### src/wemt_pkg.sv
// Constants and types shared by the wake qualification block
package wemt_pkg;

    localparam int ADDR_W = 16;
    localparam int DATA_W = 8;

    // Register offsets in the core's memory-mapped space
    localparam logic [15:0] OFS_STAT8 = 16'h7f55;
    localparam logic [15:0] OFS_MASK8 = 16'h7f56;
    localparam logic [15:0] OFS_ESEL4A = 16'h7f57;
    localparam logic [15:0] OFS_ESEL4B = 16'h7f58;
    localparam logic [15:0] OFS_STAT4 = 16'h7f59;
    localparam logic [15:0] OFS_MASK4 = 16'h7f5a;
    localparam logic [15:0] OFS_ESEL5A = 16'h7f5c;
    localparam logic [15:0] OFS_ESEL5B = 16'h7f5d;
    localparam logic [15:0] OFS_STAT5 = 16'h7f5e;
    localparam logic [15:0] OFS_MASK5 = 16'h7f5f;
    localparam logic [15:0] OFS_ESEL6A = 16'h7f61;
    localparam logic [15:0] OFS_ESEL6B = 16'h7f62;
    localparam logic [15:0] OFS_STAT6 = 16'h7f63;
    localparam logic [15:0] OFS_STAT7 = 16'h7f64;
    localparam logic [15:0] OFS_MASK7 = 16'h7f65;
    localparam logic [15:0] OFS_MASK6 = 16'h7f66;
    localparam logic [15:0] OFS_HIBCNT = 16'h7ff3;

    localparam int NUM_ESEL = 6;
    localparam logic [15:0] ESEL_OFS [0:5] = '{16'h7f57, 16'h7f58, 16'h7f5c,
                                                16'h7f5d, 16'h7f61, 16'h7f62};

    // Writable bit masks; other bits are reserved and read zero
    localparam logic [7:0] WM_FULL = 8'hff;
    localparam logic [7:0] WM_MASK4 = 8'hdc;
    localparam logic [7:0] WM_MASK7 = 8'h23;
    localparam logic [7:0] WM_MASK8 = 8'h0f;
    localparam logic [7:0] ESEL_WM [0:5] = '{8'hf0, 8'hf3, 8'hff, 8'hff, 8'hff, 8'hff};
    localparam logic [7:0] REG_RESET = 8'h00;

    // Selectable sources: index 8*group+n, group 0 = SE0n, 1 = SE1n, 2 = SE2n
    localparam int NUM_SEL = 24;
    localparam logic [23:0] ROUTE_IRQ2 = 24'h0000d0;
    localparam logic [23:0] ROUTE_IRQ3 = 24'h00ed00;
    localparam logic [23:0] ROUTE_IRQ4 = 24'hef0000;

    // Fixed sources: fan1, fan2, serial done, low-voltage pins 0..3
    localparam int NUM_FIXED = 7;
    localparam int NUM_LV = 4;
    localparam int ST7_FAN1_BIT = 0;
    localparam int ST7_FAN2_BIT = 1;
    localparam int ST7_SPI_BIT = 5;

    typedef enum logic [1:0] {
        EDGE_FALL = 2'h0,
        EDGE_RISE = 2'h1,
        EDGE_ANY = 2'h2,
        EDGE_RSVD = 2'h3
    } wemt_edge_t;

    // Hibernation timer
    localparam int HIB_CNT_W = 8;
    localparam int HIB_STEP_S = 30;
    localparam int SLOW_CLK_HZ = 32768;
    localparam int HIB_STEP_TICKS = HIB_STEP_S * SLOW_CLK_HZ;
    localparam logic [7:0] HIB_LAST = 8'h01;

    typedef enum logic [2:0] {
        HIB_IDLE = 3'h1,
        HIB_RUN = 3'h2,
        HIB_DONE = 3'h4
    } wemt_hib_state_t;

endpackage : wemt_pkg

### src/wemt_wake_ctrl.sv
// Wake source masking, edge selection, routing and hibernation timer
// Notes on behaviour
// - Group 4 mask bits 7,6,4,3,2 block their sources; bits 5,1,0 reserved.
// - Group 5 mask has eight read/write bits, one per source 10..17.
// - Group 6 mask has eight bits for sources 20..27, kept read/write.
// - Group 7 mask: bit 5 serial done, bits 1,0 fans; others reserved.
// - Group 8 mask: bits 3..0 low-voltage pins; upper four bits reserved.
// - Hibernation timer is an 8-bit down-counter in 30-second steps.
// - At zero the timer stops, holds zero and raises a wake event.
// - Timer advances only on the 32 kHz clock.
// - Writing a non-zero value loads the timer and starts counting.
// - Edge field: 00 falling, 01 rising, 10 either, 11 reserved.
// - Selectable sources 04, 06, 07 drive external interrupt line 2.
// - Sources 10, 12, 13, 15..17 drive external interrupt line 3.
// - Sources 20..23 and 25..27 drive external interrupt line 4.
// - Reprogramming an edge field may leave a spurious status bit.
// - Masked sources still set status but raise no interrupt; masks reset clear.
// - Status bits read one while set and clear only on write-one.
`timescale 1ns/1ns
module wemt_wake_ctrl #(
    parameter int HIB_STEP_TICKS = wemt_pkg::HIB_STEP_TICKS,
    parameter int PRESC_W = $clog2(HIB_STEP_TICKS)
) (
    input wire logic ref_clk_i,
    input wire logic rst_i,
    input wire logic [15:0] reg_addr_i,
    input wire logic reg_wr_i,
    input wire logic reg_rd_i,
    input wire logic [7:0] reg_wdata_i,
    output logic [7:0] reg_rdata_o,
    input wire logic [23:0] selectable_wake_source_i,
    input wire logic serial_periph_complete_wake_i,
    input wire logic first_fan_speed_wake_i,
    input wire logic second_fan_speed_wake_i,
    input wire logic [3:0] low_volt_pin_wake_i,
    input wire logic slow_clk_32k_i,
    output logic core_ext_irq_line_2_o,
    output logic core_ext_irq_line_3_o,
    output logic core_ext_irq_line_4_o,
    output logic aux_wake_irq_o,
    output logic hib_wake_o
);

    function automatic logic hit(input logic [15:0] a, input logic [15:0] ofs);
        hit = (a == ofs);
    endfunction : hit

    logic [7:0] mask4_r;
    logic [7:0] mask5_r;
    logic [7:0] mask6_r;
    logic [7:0] mask7_r;
    logic [7:0] mask8_r;
    logic [7:0] esel_r [0:5];
    logic [23:0] stat_sel_r;
    logic [23:0] stat_sel_nxt;
    logic [6:0] stat_fix_r;
    logic [6:0] stat_fix_nxt;
    logic [7:0] reg_rdata_r;
    logic [7:0] rd_mux;
    logic [7:0] hib_cnt_r;
    logic [7:0] hib_cnt_nxt;
    logic [PRESC_W-1:0] presc_r;
    logic slow_s1_r;
    logic slow_s2_r;
    logic slow_prev_r;
    wemt_pkg::wemt_hib_state_t hib_state_r;
    wemt_pkg::wemt_hib_state_t hib_state_nxt;

    // Register write decode
    wire wr_mask4 = reg_wr_i & hit(reg_addr_i, wemt_pkg::OFS_MASK4);
    wire wr_mask5 = reg_wr_i & hit(reg_addr_i, wemt_pkg::OFS_MASK5);
    wire wr_mask6 = reg_wr_i & hit(reg_addr_i, wemt_pkg::OFS_MASK6);
    wire wr_mask7 = reg_wr_i & hit(reg_addr_i, wemt_pkg::OFS_MASK7);
    wire wr_mask8 = reg_wr_i & hit(reg_addr_i, wemt_pkg::OFS_MASK8);
    wire wr_stat4 = reg_wr_i & hit(reg_addr_i, wemt_pkg::OFS_STAT4);
    wire wr_stat5 = reg_wr_i & hit(reg_addr_i, wemt_pkg::OFS_STAT5);
    wire wr_stat6 = reg_wr_i & hit(reg_addr_i, wemt_pkg::OFS_STAT6);
    wire wr_stat7 = reg_wr_i & hit(reg_addr_i, wemt_pkg::OFS_STAT7);
    wire wr_stat8 = reg_wr_i & hit(reg_addr_i, wemt_pkg::OFS_STAT8);
    wire wr_hib = reg_wr_i & hit(reg_addr_i, wemt_pkg::OFS_HIBCNT);
    wire wr_hib_go = wr_hib & (reg_wdata_i != 8'h00);

    // Edge select registers, six bytes addressed by index
    genvar gi;
    generate
        for (gi = 0; gi < wemt_pkg::NUM_ESEL; gi++)
        begin : g_esel
            wire wr_esel = reg_wr_i & hit(reg_addr_i, wemt_pkg::ESEL_OFS[gi]);
            // New select applies at once; software clears any stray status
            always_ff @(posedge ref_clk_i)
            begin
                if (rst_i)
                    esel_r[gi] <= wemt_pkg::REG_RESET;
                else if (wr_esel)
                    esel_r[gi] <= reg_wdata_i & wemt_pkg::ESEL_WM[gi];
            end
        end
    endgenerate

    wire [47:0] sel_fields = {esel_r[5], esel_r[4], esel_r[3], esel_r[2], esel_r[1], esel_r[0]};

    // Edge qualification of selectable sources
    logic [23:0] sel_edge;
    wemt_edge_detect #(
        .N(wemt_pkg::NUM_SEL)
    ) u_sel_edge (
        .ref_clk_i(ref_clk_i),
        .rst_i(rst_i),
        .pin_i(selectable_wake_source_i),
        .sel_i(sel_fields),
        .edge_o(sel_edge)
    );

    // Fixed sources wake on assertion only
    logic [6:0] fix_edge;
    wire [6:0] fix_pins = {low_volt_pin_wake_i, serial_periph_complete_wake_i,
                           second_fan_speed_wake_i, first_fan_speed_wake_i};
    wemt_edge_detect #(
        .N(wemt_pkg::NUM_FIXED)
    ) u_fix_edge (
        .ref_clk_i(ref_clk_i),
        .rst_i(rst_i),
        .pin_i(fix_pins),
        .sel_i({wemt_pkg::NUM_FIXED{wemt_pkg::EDGE_RISE}}),
        .edge_o(fix_edge)
    );

    // Mask registers
    always_ff @(posedge ref_clk_i)
    begin
        if (rst_i)
        begin
            mask4_r <= wemt_pkg::REG_RESET;
            mask5_r <= wemt_pkg::REG_RESET;
            mask6_r <= wemt_pkg::REG_RESET;
            mask7_r <= wemt_pkg::REG_RESET;
            mask8_r <= wemt_pkg::REG_RESET;
        end
        else
        begin
            if (wr_mask4)
                mask4_r <= reg_wdata_i & wemt_pkg::WM_MASK4;
            if (wr_mask5)
                mask5_r <= reg_wdata_i & wemt_pkg::WM_FULL;
            // Printed as write-one-clear, which makes no sense for a mask
            if (wr_mask6)
                mask6_r <= reg_wdata_i & wemt_pkg::WM_FULL;
            if (wr_mask7)
                mask7_r <= reg_wdata_i & wemt_pkg::WM_MASK7;
            if (wr_mask8)
                mask8_r <= reg_wdata_i & wemt_pkg::WM_MASK8;
        end
    end

    wire [23:0] sel_mask = {mask6_r, mask5_r, mask4_r};
    wire [6:0] fix_mask = {mask8_r[3:0], mask7_r[wemt_pkg::ST7_SPI_BIT],
                           mask7_r[wemt_pkg::ST7_FAN2_BIT], mask7_r[wemt_pkg::ST7_FAN1_BIT]};

    // Sticky status; a new edge beats a same-cycle clear
    wire [23:0] sel_clr = {wr_stat6 ? reg_wdata_i : 8'h00, wr_stat5 ? reg_wdata_i : 8'h00,
                           wr_stat4 ? reg_wdata_i : 8'h00};
    wire [6:0] fix_clr = {wr_stat8 ? reg_wdata_i[3:0] : 4'h0,
                          wr_stat7 & reg_wdata_i[wemt_pkg::ST7_SPI_BIT],
                          wr_stat7 & reg_wdata_i[wemt_pkg::ST7_FAN2_BIT],
                          wr_stat7 & reg_wdata_i[wemt_pkg::ST7_FAN1_BIT]};
    wire [23:0] sel_valid = {wemt_pkg::WM_FULL, wemt_pkg::WM_FULL, wemt_pkg::WM_MASK4};

    assign stat_sel_nxt = ((stat_sel_r & ~sel_clr) | sel_edge) & sel_valid;
    assign stat_fix_nxt = (stat_fix_r & ~fix_clr) | fix_edge;

    always_ff @(posedge ref_clk_i)
    begin
        if (rst_i)
        begin
            stat_sel_r <= '0;
            stat_fix_r <= '0;
        end
        else
        begin
            stat_sel_r <= stat_sel_nxt;
            stat_fix_r <= stat_fix_nxt;
        end
    end

    // Interrupt routing of unmasked pending status
    wire [23:0] sel_pend = stat_sel_r & ~sel_mask;
    wire [6:0] fix_pend = stat_fix_r & ~fix_mask;
    assign core_ext_irq_line_2_o = |(sel_pend & wemt_pkg::ROUTE_IRQ2);
    assign core_ext_irq_line_3_o = |(sel_pend & wemt_pkg::ROUTE_IRQ3);
    assign core_ext_irq_line_4_o = |(sel_pend & wemt_pkg::ROUTE_IRQ4);
    // Sources on no external line still need a way to wake the core
    wire [23:0] route_any = wemt_pkg::ROUTE_IRQ2 | wemt_pkg::ROUTE_IRQ3 | wemt_pkg::ROUTE_IRQ4;
    assign aux_wake_irq_o = (|(sel_pend & ~route_any)) | (|fix_pend);

    // Slow clock is sampled, not used as a clock; one domain only
    always_ff @(posedge ref_clk_i)
    begin
        if (rst_i)
        begin
            slow_s1_r <= 1'b0;
            slow_s2_r <= 1'b0;
            slow_prev_r <= 1'b0;
        end
        else
        begin
            slow_s1_r <= slow_clk_32k_i;
            slow_s2_r <= slow_s1_r;
            slow_prev_r <= slow_s2_r;
        end
    end

    wire slow_rise = slow_s2_r & ~slow_prev_r;
    wire step_tick = slow_rise & (presc_r == PRESC_W'(HIB_STEP_TICKS - 1));

    // Prescaler restarts on each load so the first step is a full 30 s
    always_ff @(posedge ref_clk_i)
    begin
        if (rst_i || wr_hib)
            presc_r <= '0;
        else if (step_tick)
            presc_r <= '0;
        else if (slow_rise)
            presc_r <= presc_r + PRESC_W'(1);
    end

    // Hibernation timer state
    always_comb
    begin
        hib_state_nxt = hib_state_r;
        hib_cnt_nxt = hib_cnt_r;
        case (hib_state_r)
            wemt_pkg::HIB_IDLE:
            begin
                if (wr_hib_go)
                begin
                    hib_state_nxt = wemt_pkg::HIB_RUN;
                    hib_cnt_nxt = reg_wdata_i;
                end
            end
            wemt_pkg::HIB_RUN:
            begin
                if (wr_hib)
                begin
                    hib_cnt_nxt = reg_wdata_i;
                    hib_state_nxt = wr_hib_go ? wemt_pkg::HIB_RUN : wemt_pkg::HIB_IDLE;
                end
                else if (step_tick)
                begin
                    hib_cnt_nxt = hib_cnt_r - 8'h01;
                    if (hib_cnt_r == wemt_pkg::HIB_LAST)
                        hib_state_nxt = wemt_pkg::HIB_DONE;
                end
            end
            wemt_pkg::HIB_DONE:
            begin
                if (wr_hib)
                begin
                    hib_cnt_nxt = reg_wdata_i;
                    hib_state_nxt = wr_hib_go ? wemt_pkg::HIB_RUN : wemt_pkg::HIB_IDLE;
                end
            end
            default:
            begin
                hib_state_nxt = wemt_pkg::HIB_IDLE;
                hib_cnt_nxt = 8'h00;
            end
        endcase
    end

    always_ff @(posedge ref_clk_i)
    begin
        if (rst_i)
        begin
            hib_state_r <= wemt_pkg::HIB_IDLE;
            hib_cnt_r <= wemt_pkg::REG_RESET;
        end
        else
        begin
            hib_state_r <= hib_state_nxt;
            hib_cnt_r <= hib_cnt_nxt;
        end
    end

    // Wake level holds until software rewrites the count
    assign hib_wake_o = (hib_state_r == wemt_pkg::HIB_DONE);

    // Read mux, answered one cycle after the read strobe
    always_comb
    begin
        case (reg_addr_i)
            wemt_pkg::OFS_MASK4: rd_mux = mask4_r;
            wemt_pkg::OFS_MASK5: rd_mux = mask5_r;
            wemt_pkg::OFS_MASK6: rd_mux = mask6_r;
            wemt_pkg::OFS_MASK7: rd_mux = mask7_r;
            wemt_pkg::OFS_MASK8: rd_mux = mask8_r;
            wemt_pkg::OFS_ESEL4A: rd_mux = esel_r[0];
            wemt_pkg::OFS_ESEL4B: rd_mux = esel_r[1];
            wemt_pkg::OFS_ESEL5A: rd_mux = esel_r[2];
            wemt_pkg::OFS_ESEL5B: rd_mux = esel_r[3];
            wemt_pkg::OFS_ESEL6A: rd_mux = esel_r[4];
            wemt_pkg::OFS_ESEL6B: rd_mux = esel_r[5];
            wemt_pkg::OFS_STAT4: rd_mux = stat_sel_r[7:0];
            wemt_pkg::OFS_STAT5: rd_mux = stat_sel_r[15:8];
            wemt_pkg::OFS_STAT6: rd_mux = stat_sel_r[23:16];
            wemt_pkg::OFS_STAT7: rd_mux = {2'h0, stat_fix_r[2], 3'h0, stat_fix_r[1:0]};
            wemt_pkg::OFS_STAT8: rd_mux = {4'h0, stat_fix_r[6:3]};
            wemt_pkg::OFS_HIBCNT: rd_mux = hib_cnt_r;
            default: rd_mux = 8'h00;
        endcase
    end

    always_ff @(posedge ref_clk_i)
    begin
        if (rst_i)
            reg_rdata_r <= wemt_pkg::REG_RESET;
        else if (reg_rd_i)
            reg_rdata_r <= rd_mux;
    end

    assign reg_rdata_o = reg_rdata_r;

    property p_mask4_rsvd;
        @(posedge ref_clk_i) disable iff (rst_i)
        wr_mask4 |=> (mask4_r == ($past(reg_wdata_i) & wemt_pkg::WM_MASK4));
    endproperty
    a_mask4_rsvd: assert property (p_mask4_rsvd) else $error("mask4 write wrong");

    property p_mask5_write;
        @(posedge ref_clk_i) disable iff (rst_i)
        wr_mask5 |=> (mask5_r == $past(reg_wdata_i))
            ##1 (mask5_r == $past(mask5_r) || $past(wr_mask5));
    endproperty
    a_mask5_write: assert property (p_mask5_write) else $error("mask5 not held");

    property p_mask6_write;
        @(posedge ref_clk_i) disable iff (rst_i)
        wr_mask6 |=> mask6_r == $past(reg_wdata_i);
    endproperty
    a_mask6_write: assert property (p_mask6_write) else $error("mask6 not written");

    property p_mask78_rsvd;
        @(posedge ref_clk_i) disable iff (rst_i)
        (mask7_r & ~wemt_pkg::WM_MASK7) == 8'h00 && (mask8_r & ~wemt_pkg::WM_MASK8) == 8'h00;
    endproperty
    a_mask78_rsvd: assert property (p_mask78_rsvd) else $error("reserved mask bit set");

    property p_hib_load;
        @(posedge ref_clk_i) disable iff (rst_i)
        wr_hib_go |=> hib_cnt_r == $past(reg_wdata_i) && hib_state_r == wemt_pkg::HIB_RUN;
    endproperty
    a_hib_load: assert property (p_hib_load) else $error("timer did not load");

    property p_hib_step;
        @(posedge ref_clk_i) disable iff (rst_i)
        step_tick && !wr_hib && hib_state_r == wemt_pkg::HIB_RUN
            |=> hib_cnt_r == $past(hib_cnt_r) - 8'h01;
    endproperty
    a_hib_step: assert property (p_hib_step) else $error("timer did not step");

    property p_hib_hold;
        @(posedge ref_clk_i) disable iff (rst_i)
        hib_wake_o && !wr_hib |=> hib_wake_o && hib_cnt_r == 8'h00;
    endproperty
    a_hib_hold: assert property (p_hib_hold) else $error("expired timer moved");

    property p_masked_quiet;
        @(posedge ref_clk_i) disable iff (rst_i)
        (mask5_r == wemt_pkg::WM_FULL) |-> !core_ext_irq_line_3_o;
    endproperty
    a_masked_quiet: assert property (p_masked_quiet) else $error("masked source fired");

    property p_irq2_cause;
        @(posedge ref_clk_i) disable iff (rst_i)
        sel_edge[4] && !mask4_r[4] |=> core_ext_irq_line_2_o;
    endproperty
    a_irq2_cause: assert property (p_irq2_cause) else $error("line 2 missed edge");

    property p_stat_sticky;
        @(posedge ref_clk_i) disable iff (rst_i)
        !wr_stat5 |=> (stat_sel_r[15:8] & $past(stat_sel_r[15:8])) == $past(stat_sel_r[15:8]);
    endproperty
    a_stat_sticky: assert property (p_stat_sticky) else $error("status lost");

endmodule : wemt_wake_ctrl

### src/wemt_edge_detect.sv
// Synchroniser and per-source edge qualifier
`timescale 1ns/1ns
module wemt_edge_detect #(
    parameter int N = 24
) (
    input wire logic ref_clk_i,
    input wire logic rst_i,
    input wire logic [N-1:0] pin_i,
    input wire logic [2*N-1:0] sel_i,
    output logic [N-1:0] edge_o
);

    logic [N-1:0] sync1_r;
    logic [N-1:0] sync2_r;
    logic [N-1:0] prev_r;
    logic [N-1:0] edge_r;
    logic [2:0] arm_r;
    logic [N-1:0] hit;

    function automatic logic edge_hit(input logic [1:0] sel, input logic prv, input logic cur);
        case (sel)
            wemt_pkg::EDGE_FALL: edge_hit = prv & ~cur;
            wemt_pkg::EDGE_RISE: edge_hit = ~prv & cur;
            wemt_pkg::EDGE_ANY: edge_hit = prv ^ cur;
            default: edge_hit = 1'b0;
        endcase
    endfunction : edge_hit

    genvar gi;
    generate
        for (gi = 0; gi < N; gi++)
        begin : g_hit
            assign hit[gi] = arm_r[2] & edge_hit(sel_i[2*gi+1 -: 2], prev_r[gi], sync2_r[gi]);
        end
    endgenerate

    // Arming hides the reset-to-level step as a false edge
    always_ff @(posedge ref_clk_i)
    begin
        if (rst_i)
        begin
            sync1_r <= '0;
            sync2_r <= '0;
            prev_r <= '0;
            edge_r <= '0;
            arm_r <= '0;
        end
        else
        begin
            sync1_r <= pin_i;
            sync2_r <= sync1_r;
            prev_r <= sync2_r;
            edge_r <= hit;
            arm_r <= {arm_r[1:0], 1'b1};
        end
    end

    assign edge_o = edge_r;

endmodule : wemt_edge_detect

### config.mk
export PLATFORM = sky130hd
export DESIGN_NAME = wemt_wake_ctrl
export DESIGN_NICKNAME = d
export VERILOG_FILES = /design/src/wemt_pkg.sv /design/src/wemt_wake_ctrl.sv /design/src/wemt_edge_detect.sv
export SDC_FILE = /design/constraint.sdc
export NUM_CORES = 1
export LEC_CHECK = 0
export BUFFER_PORTS_ARGS = -buffer_cell sky130_fd_sc_hd__buf_2
export CELL_PAD_IN_SITES_DETAIL_PLACEMENT = 0
export CELL_PAD_IN_SITES_GLOBAL_PLACEMENT = 1
export CORE_ASPECT_RATIO = 0.8
export CORE_MARGIN = 8
export CORE_UTILIZATION = 42
export DETAILED_ROUTE_END_ITERATION = 8
export GPL_TIMING_DRIVEN = 0
export PLACE_DENSITY_LB_ADDON = 0.1
export SETUP_SLACK_MARGIN = 0.02
export SYNTH_ARGS = -nofsm -noshare
export SYNTH_HDL_FRONTEND = slang
export SYNTH_SLANG_ARGS = --single-unit
### constraint.sdc
create_clock -name ref_clk_i -period 2.1 [get_ports ref_clk_i]
set_input_delay 0 -clock ref_clk_i [delete_from_list [all_inputs] [get_ports ref_clk_i]]
set_output_delay 0 -clock ref_clk_i [all_outputs]
set_load 0.01 [all_outputs]
==> results of run 1 <==
-- synthesized netlist by cell type, drive strengths merged, types with 10 or more instances --
cell and n:
mux2i 46, and3 15, and2 47, nand4 16, nor4 15, o21ai 20, clkbuf 40, dfxtp 213
a211oi 10, nand2 83, nor2 172, nor2b 74, xor2 11, ha 45, edfxtp 42, a21oi 73
buf 18, nor3 20, nor3b 10, nand3 34, o22ai 11, inv 86, a221oi 11
-- stage by stage --
stage	utilization [%]	worst slack (ns)	power, mW
finish	50.2	0.0635	11.8
global route	50.2	0.000623	12.2
CTS	50.0	0.0210	11.8
detailed placement	45.2	-0.718	6.88
global placement	45.2	-0.727	6.88
floorplan	-	0.128	6.34
-- cell families after synthesis --
group           after synthesis  synth area share (%)
buf+inv                     144                  5.08
fa+ha+maj                    45                  4.93
compound gates              193                  11.3
mux                          53                  4.72
simple gates                523                  24.3
xor+xnor                     17                  1.30
flops                       255                  48.4
-- worst max-delay path, delay by kind of cell --
kind	cells	cell delay, ns
buffers and inverters	4	1.87
AOI/OAI and AO/OA	1	0.37
-- timing repair --
action | 4_1_cts | 5_1_grt
setup endpoints to repair | 19 | 25
resized for setup | 7 | 7
hold endpoints to repair | 54 | 0
pin swaps | 4 | 2
hold buffers | 37 | 0
setup buffers | 1 | 2
-- per-layer routing --
layer	vias up	GRT usage, %	part of all wire, %	routed length [um]
li1	4510	-	-	-
met1	4456	31.5	47	17800
met2	354	34.6	42	16000
met3	66	6.05	8.8	3350
met4	2	4.91	2.1	785
met5	-	0	0.024	9
-- report_power, final --
part	total (mW)	internal (mW)	switching, mW
clock	4.75	2.70	2.05
sequential	5.38	5.17	0.210
combinational	1.62	0.644	0.980
total	11.8	8.51	3.24
-- layout make-up --
type	count	area, um2
Timing Repair Buffer	106	723
Tap cell	364	455
Clock inverter	10	90.1
Fill cell	2594	13500
Sequential cell	255	5530
Inverter	86	323
Multi-Input combinational cell	831	5360
Buffer	58	260
Clock buffer	42	813
-- how the worst max path moves through the flow --
stage | depth (start not counted) | endpoint | slack (ns) | startpoint
floorplan | 7 | hib_cnt_r[2] | 0.13 | presc_r[0]
global placement | 5 | esel_r[4][4] | -0.73 | rst_i
detailed placement | 5 | esel_r[4][2] | -0.72 | rst_i
CTS | 7 | hib_state_r[0] | 0.02 | hib_state_r[2]
global route | 7 | hib_state_r[0] | 0.0006 | hib_state_r[2]
finish | 5 | esel_r[4][1] | 0.06 | rst_i
-- flip-flops by register name, summed over array words and instances (netlist names), 20 cells and up --
register and flops:
u_sel_edge.prev_r 21, esel_r 42, u_sel_edge.sync1_r 21, presc_r 20, u_sel_edge.sync2_r 21, stat_sel_r 21, u_sel_edge.edge_o 21
==> impl_metrics.env, run 1 <==
export IMPL_tns_ns=0
export IMPL_required_ns=2.33
export IMPL_ant_nets=0
export IMPL_grt_usage_pct=22.6
export IMPL_critPathKind="input pin to flop"
export IMPL_stdcell_area_um2=13600
export IMPL_wl_mm=37.9
export IMPL_crit_top_cell="clkbuf_1"
export IMPL_total_leakage_power_nw=5.27
export IMPL_dr_pass1_iters=5
export IMPL_insertion_delay_ns=0.56
export IMPL_yosysTopAreaCell="dfxtp_1"
export IMPL_synth_nets=1335
export IMPL_portBuffers=66
export IMPL_async_reset_ff_share_pct=0
export IMPL_drc_errors=0
export IMPL_hold_ws_ns=0.0289
export IMPL_num_rows=54
export IMPL_wl_per_cell_um=21.6
export IMPL_area_growth_pct=18.7
export IMPL_synth_area_top_cells="dfxtp_1, edfxtp_1, nor2_1"
export IMPL_grt_max_degree=16
export IMPL_grt_ovfl_total=0
export IMPL_yosysWarnings=0
export IMPL_status="finished clean"
export IMPL_gp_congestion=1.02
export IMPL_setup_violations=0
export IMPL_start_util_pct=42.3
export IMPL_dr_total_vias=9388
export IMPL_vias_per_cell=5.36
export IMPL_maxCapViolCount=0
export IMPL_end_kind="flop"
export IMPL_ff2ff_setup_slack_ns=0.08
export IMPL_drive_gt1_share_pct=12.4
export IMPL_hold_path_end="reg_rdata_o[2]"
export IMPL_final_hold_viol_count=0
export IMPL_min_path_cells=3
export IMPL_hold_path_startpoint="reg_rd_i"
export IMPL_ys_flop_type="dfxtp_1"
export IMPL_timing_rr_start="hib_state_r[0]"
export IMPL_synth_top_area_share_pct=37.3
export IMPL_placed_cells=1660
export IMPL_seq_area_frac_synth_pct=48.4
export IMPL_die_h_um=164
export IMPL_ios=73
export IMPL_die_w_um=200
export IMPL_synth_distinct_cells=77
export IMPL_reg2regPathDepth=7
export IMPL_fin_crit_ns=2.04
export IMPL_worst_slew_pin_slew_ns=1.14
export IMPL_cp_max_fo=10
export IMPL_syn_area_um2=11400
export IMPL_grt_pass1_vias=8974
export IMPL_finClkSkew_ns=0.0199
export IMPL_synth_edf_count=42
export IMPL_nets=1471
export IMPL_die_area_um2=32800
export IMPL_worst_r2r_endpoint="hib_state_r[0]"
export IMPL_root_buffer="clkbuf_16"
export IMPL_relSlewSlack_pct=23.6
export IMPL_dpl_cell_area_um2=12200
export IMPL_n_antenna_cell=0
export IMPL_dp_hpwl_mm=27.8
export IMPL_cts_made_buffers=28
export IMPL_antenna_found_initial=1
export IMPL_cp_start_kind="input pin"
export IMPL_crit_slowest_cell="clkbuf_1"
export IMPL_cpPeakStageDelay_ns=0.68
export IMPL_critical_path_arrival_ns=2.26
export IMPL_clock_sinks=255
export IMPL_drv_slew=0
export IMPL_final_cells=1752
export IMPL_crit_chain="buf_2 > clkbuf_1 > clkbuf_2 > clkbuf_1 > a21o_1"
export IMPL_final_common_cell="dfxtp_1"
export IMPL_ys_ff_latch=255
export IMPL_peakVddDrop_mv=0.621
export IMPL_rsz0062_at_grt="yes"
export IMPL_clk_pin_slew_ns=0.06
export IMPL_power_density_nw_per_um2=867
export IMPL_coreArea_um2=27000
export IMPL_final_cell_mix="dfxtp_1, nor2_1, inv_1"
export IMPL_synthesis_instances=1230
export IMPL_cts_max_path_buffers=3
export IMPL_drtIter0Drc=730
export IMPL_grt_pass1_wl_mm=56.3
export IMPL_avgSynthCellArea_um2=9.29
export IMPL_post_route_period_util_pct=97.0
export IMPL_fmax_ghz=0.491
export IMPL_hold_path_class="input pin to flop"
export IMPL_cts_max_level=1
export IMPL_cts_tree="built"
Power figures use the tool's default switching activity.
==> inputs of run 2 (changes only) <==
Settings changed: CORE_MARGIN 8 to 3.
==> run 2 against run 1 <==
Sequential power hardly changed. Combinational power is 7% higher. Critical path type is now flop to flop. Clock power about the same. Largest cell class unchanged. Final cell count fell by 0.29%. Setup slack worse by 0.011 ns. Sequential share of layout area down 0.21 points. Utilization rose by 1.2 points. Global-route usage increased by 3.0 points. Die area fell by 11%.
==> impl_metrics.env, run 2 (same netlist as run 1, synthesis figures left out) <==
export IMPL_post_route_period_util_pct=97.5
export IMPL_cpPeakStageDelay_ns=0.56
export IMPL_relSlewSlack_pct=33.2
export IMPL_total_leakage_power_nw=5.30
export IMPL_wl_per_cell_um=21.7
export IMPL_vias_per_cell=5.40
export IMPL_cp_max_fo=5
export IMPL_met3_wirelength_mm=2.99
export IMPL_cp_start_kind="flop"
export IMPL_insertion_delay_ns=0.55
export IMPL_comb_power_share_pct=14.5
export IMPL_cts_max_level=1
export IMPL_endpoint="hib_state_r[0]"
export IMPL_fin_crit_ns=2.05
export IMPL_num_rows=53
export IMPL_rsz0062_at_grt="yes"
export IMPL_timing_rr_start="hib_state_r[0]"
export IMPL_grt_ovfl_total=0
export IMPL_met2_length_mm=15.4
export IMPL_grt_pass1_wl_mm=56.3
export IMPL_clock_sinks=255
export IMPL_crit_chain="or3b_2 > nand2b_2 > a211oi_4 > buf_4 > a21o_1 > nand2b_4 > a31o_4"
export IMPL_nets=1472
export IMPL_dr_pass1_iters=5
export IMPL_grt_max_degree=16
export IMPL_switching_share_pct=27.8
export IMPL_m1WireLength_mm=18.3
export IMPL_drc_errors=0
export IMPL_final_common_cell="dfxtp_1"
export IMPL_root_buffer="clkbuf_16"
export IMPL_grt_pass1_vias=8836
export IMPL_start_util_pct=43.1
export IMPL_power_density_nw_per_um2=873
export IMPL_top_layer_used="met4"
export IMPL_final_cell_mix="dfxtp_1, nor2_1, inv_1"
export IMPL_power_mw=11.9
export IMPL_die_h_um=154
export IMPL_hold_path_class="input pin to flop"
export IMPL_worst_slew_pin_slew_ns=1.00
export IMPL_wl_mm=37.9
export IMPL_die_area_um2=29200
export IMPL_ant_nets=0
export IMPL_drtIter0Drc=868
export IMPL_place_ws_ns=-0.624
export IMPL_largest_reg_flops=42
export IMPL_coreArea_um2=26500
export IMPL_multiInputGateArea_um2=5430
export IMPL_cts_tree="built"
export IMPL_setup_ws_ns=0.0524
export IMPL_placed_cells=1653
export IMPL_power_internal_mw=8.60
export IMPL_antenna_found_initial=1
export IMPL_setup_violations=0
export IMPL_crit_slowest_cell="or3b_2"
export IMPL_dr_total_vias=9426
export IMPL_p_seq_share_pct=45.5
export IMPL_cp_depth=7
export IMPL_area_growth_pct=19.3
export IMPL_final_hold_viol_count=0
export IMPL_portBuffers=66
export IMPL_ff2ff_setup_slack_ns=0.05
export IMPL_required_ns=2.54
export IMPL_ios=73
export IMPL_cts_made_buffers=27
export IMPL_top_register="esel_r"
export IMPL_crit_start="hib_state_r[0]"
export IMPL_drv_slew=0
export IMPL_dp_hpwl_mm=27.8
export IMPL_fillCellCount=2536
export IMPL_crit_family="simple AND/OR/NAND/NOR gates"
export IMPL_pwr_share_clk_pct=40.0
export IMPL_crit_buf_inv=1
export IMPL_gp_congestion=1.00
export IMPL_reg2regPathDepth=7
export IMPL_grt_usage_pct=25.6
export IMPL_clk_pin_slew_ns=0.06
export IMPL_finClkSkew_ns=0.0124
export IMPL_final_cells=1747
export IMPL_seq_area_um2=5530
export IMPL_worst_r2r_endpoint="hib_state_r[0]"
export IMPL_fmax_ghz=0.488
export IMPL_drive_gt1_share_pct=13.4
export IMPL_switchingPower_mw=3.30
export IMPL_peakVddDrop_mv=0.551
export IMPL_die_w_um=190
export IMPL_end_kind="flop"
export IMPL_maxCapViolCount=0
export IMPL_critPathKind="flop to flop"
export IMPL_critical_path_arrival_ns=2.48
export IMPL_status="finished clean"
export IMPL_cts_max_path_buffers=3
==> run 2: cell count changes in the layout (fill, tap and decap cells not counted), sizes merged <==
cell	previous run	this run
clkinvlp	1	0
dlygate4sd3	37	39
diode	0	2
clkinv	7	11
inv	88	91
clkbuf	82	71
bufinv	0	1
buf	87	89
==> run 2: worst min path at each step <==
stage / from / to / cells after the start
finish: rst_i / u_fix_edge.prev_r[1] / 3
global route: rst_i / u_fix_edge.prev_r[1] / 3
CTS: reg_addr_i[14] / hib_state_r[1] / 6
detailed placement: selectable_wake_source_i[22] / u_sel_edge.sync1_r[22] / 2
global placement: slow_clk_32k_i / slow_s1_r / 2
floorplan: slow_clk_32k_i / slow_s1_r / 1
==> run 2: metal layers <==
layer	GRT usage [%]	vias to the layer above
li1	-	4547
met3	5.56	59
met5	0	-
met4	6.88	0
met1	38.8	4484
met2	36.8	336
==> run 2: final cells by class <==
| cell class | instances | area share [%] |
|---|---|---|
| flip-flops and latches | 255 | 40.6 |
| multi-input cells | 831 | 39.9 |
| repair buffers | 110 | 5.56 |
| clock buffers | 33 | 5.50 |
| well taps | 357 | 3.28 |
| inverters | 86 | 2.37 |
| plain buffers | 56 | 1.85 |
| clock inverters | 17 | 0.991 |
| diodes | 2 | 0.0367 |
==> run 2: worst reg2reg max path: stages (launching register included) <==
cell and delay, ns:
dfxtp_1 0.41, or3b_2 0.56, nand2b_2 0.18, a211oi_4 0.08
buf_4 0.17, a21o_1 0.18, nand2b_4 0.15, a31o_4 0.21
==> run 2: power by group through the flow <==
stage / sequential [mW] / clock, mW / combinational (mW)
6_report: 5.41 / 4.76 / 1.73
5_1_grt: 5.43 / 5.09 / 1.88
4_1_cts: 5.38 / 4.87 / 1.57
3_5_place_dp: 5.48 / 0 / 1.40
3_3_place_gp: 5.47 / 0 / 1.41
2_1_floorplan: 5.37 / 0 / 0.961
==> run 2: what timing repair did <==
action	CTS	global route
pin swaps	4	4
hold buffers	39	0
buffers inserted	3	2
hold endpoints to repair	56	0
resized for setup	9	17
endpoints found under the setup margin	27	26
==> run 2: through the flow <==
stage,hold slack [ns],TNS (ns),cell area (um2),utilization (%)
final,0.0773,0,13600,51.4
after global placement,0.207,-46.20,12200,46.0
after CTS,0.0624,0,13500,51.0
after detailed placement,0.212,-48.57,12200,46.0
after global routing,0.0932,-0.0126,13600,51.4
after floorplan,0.128,0,11400,-
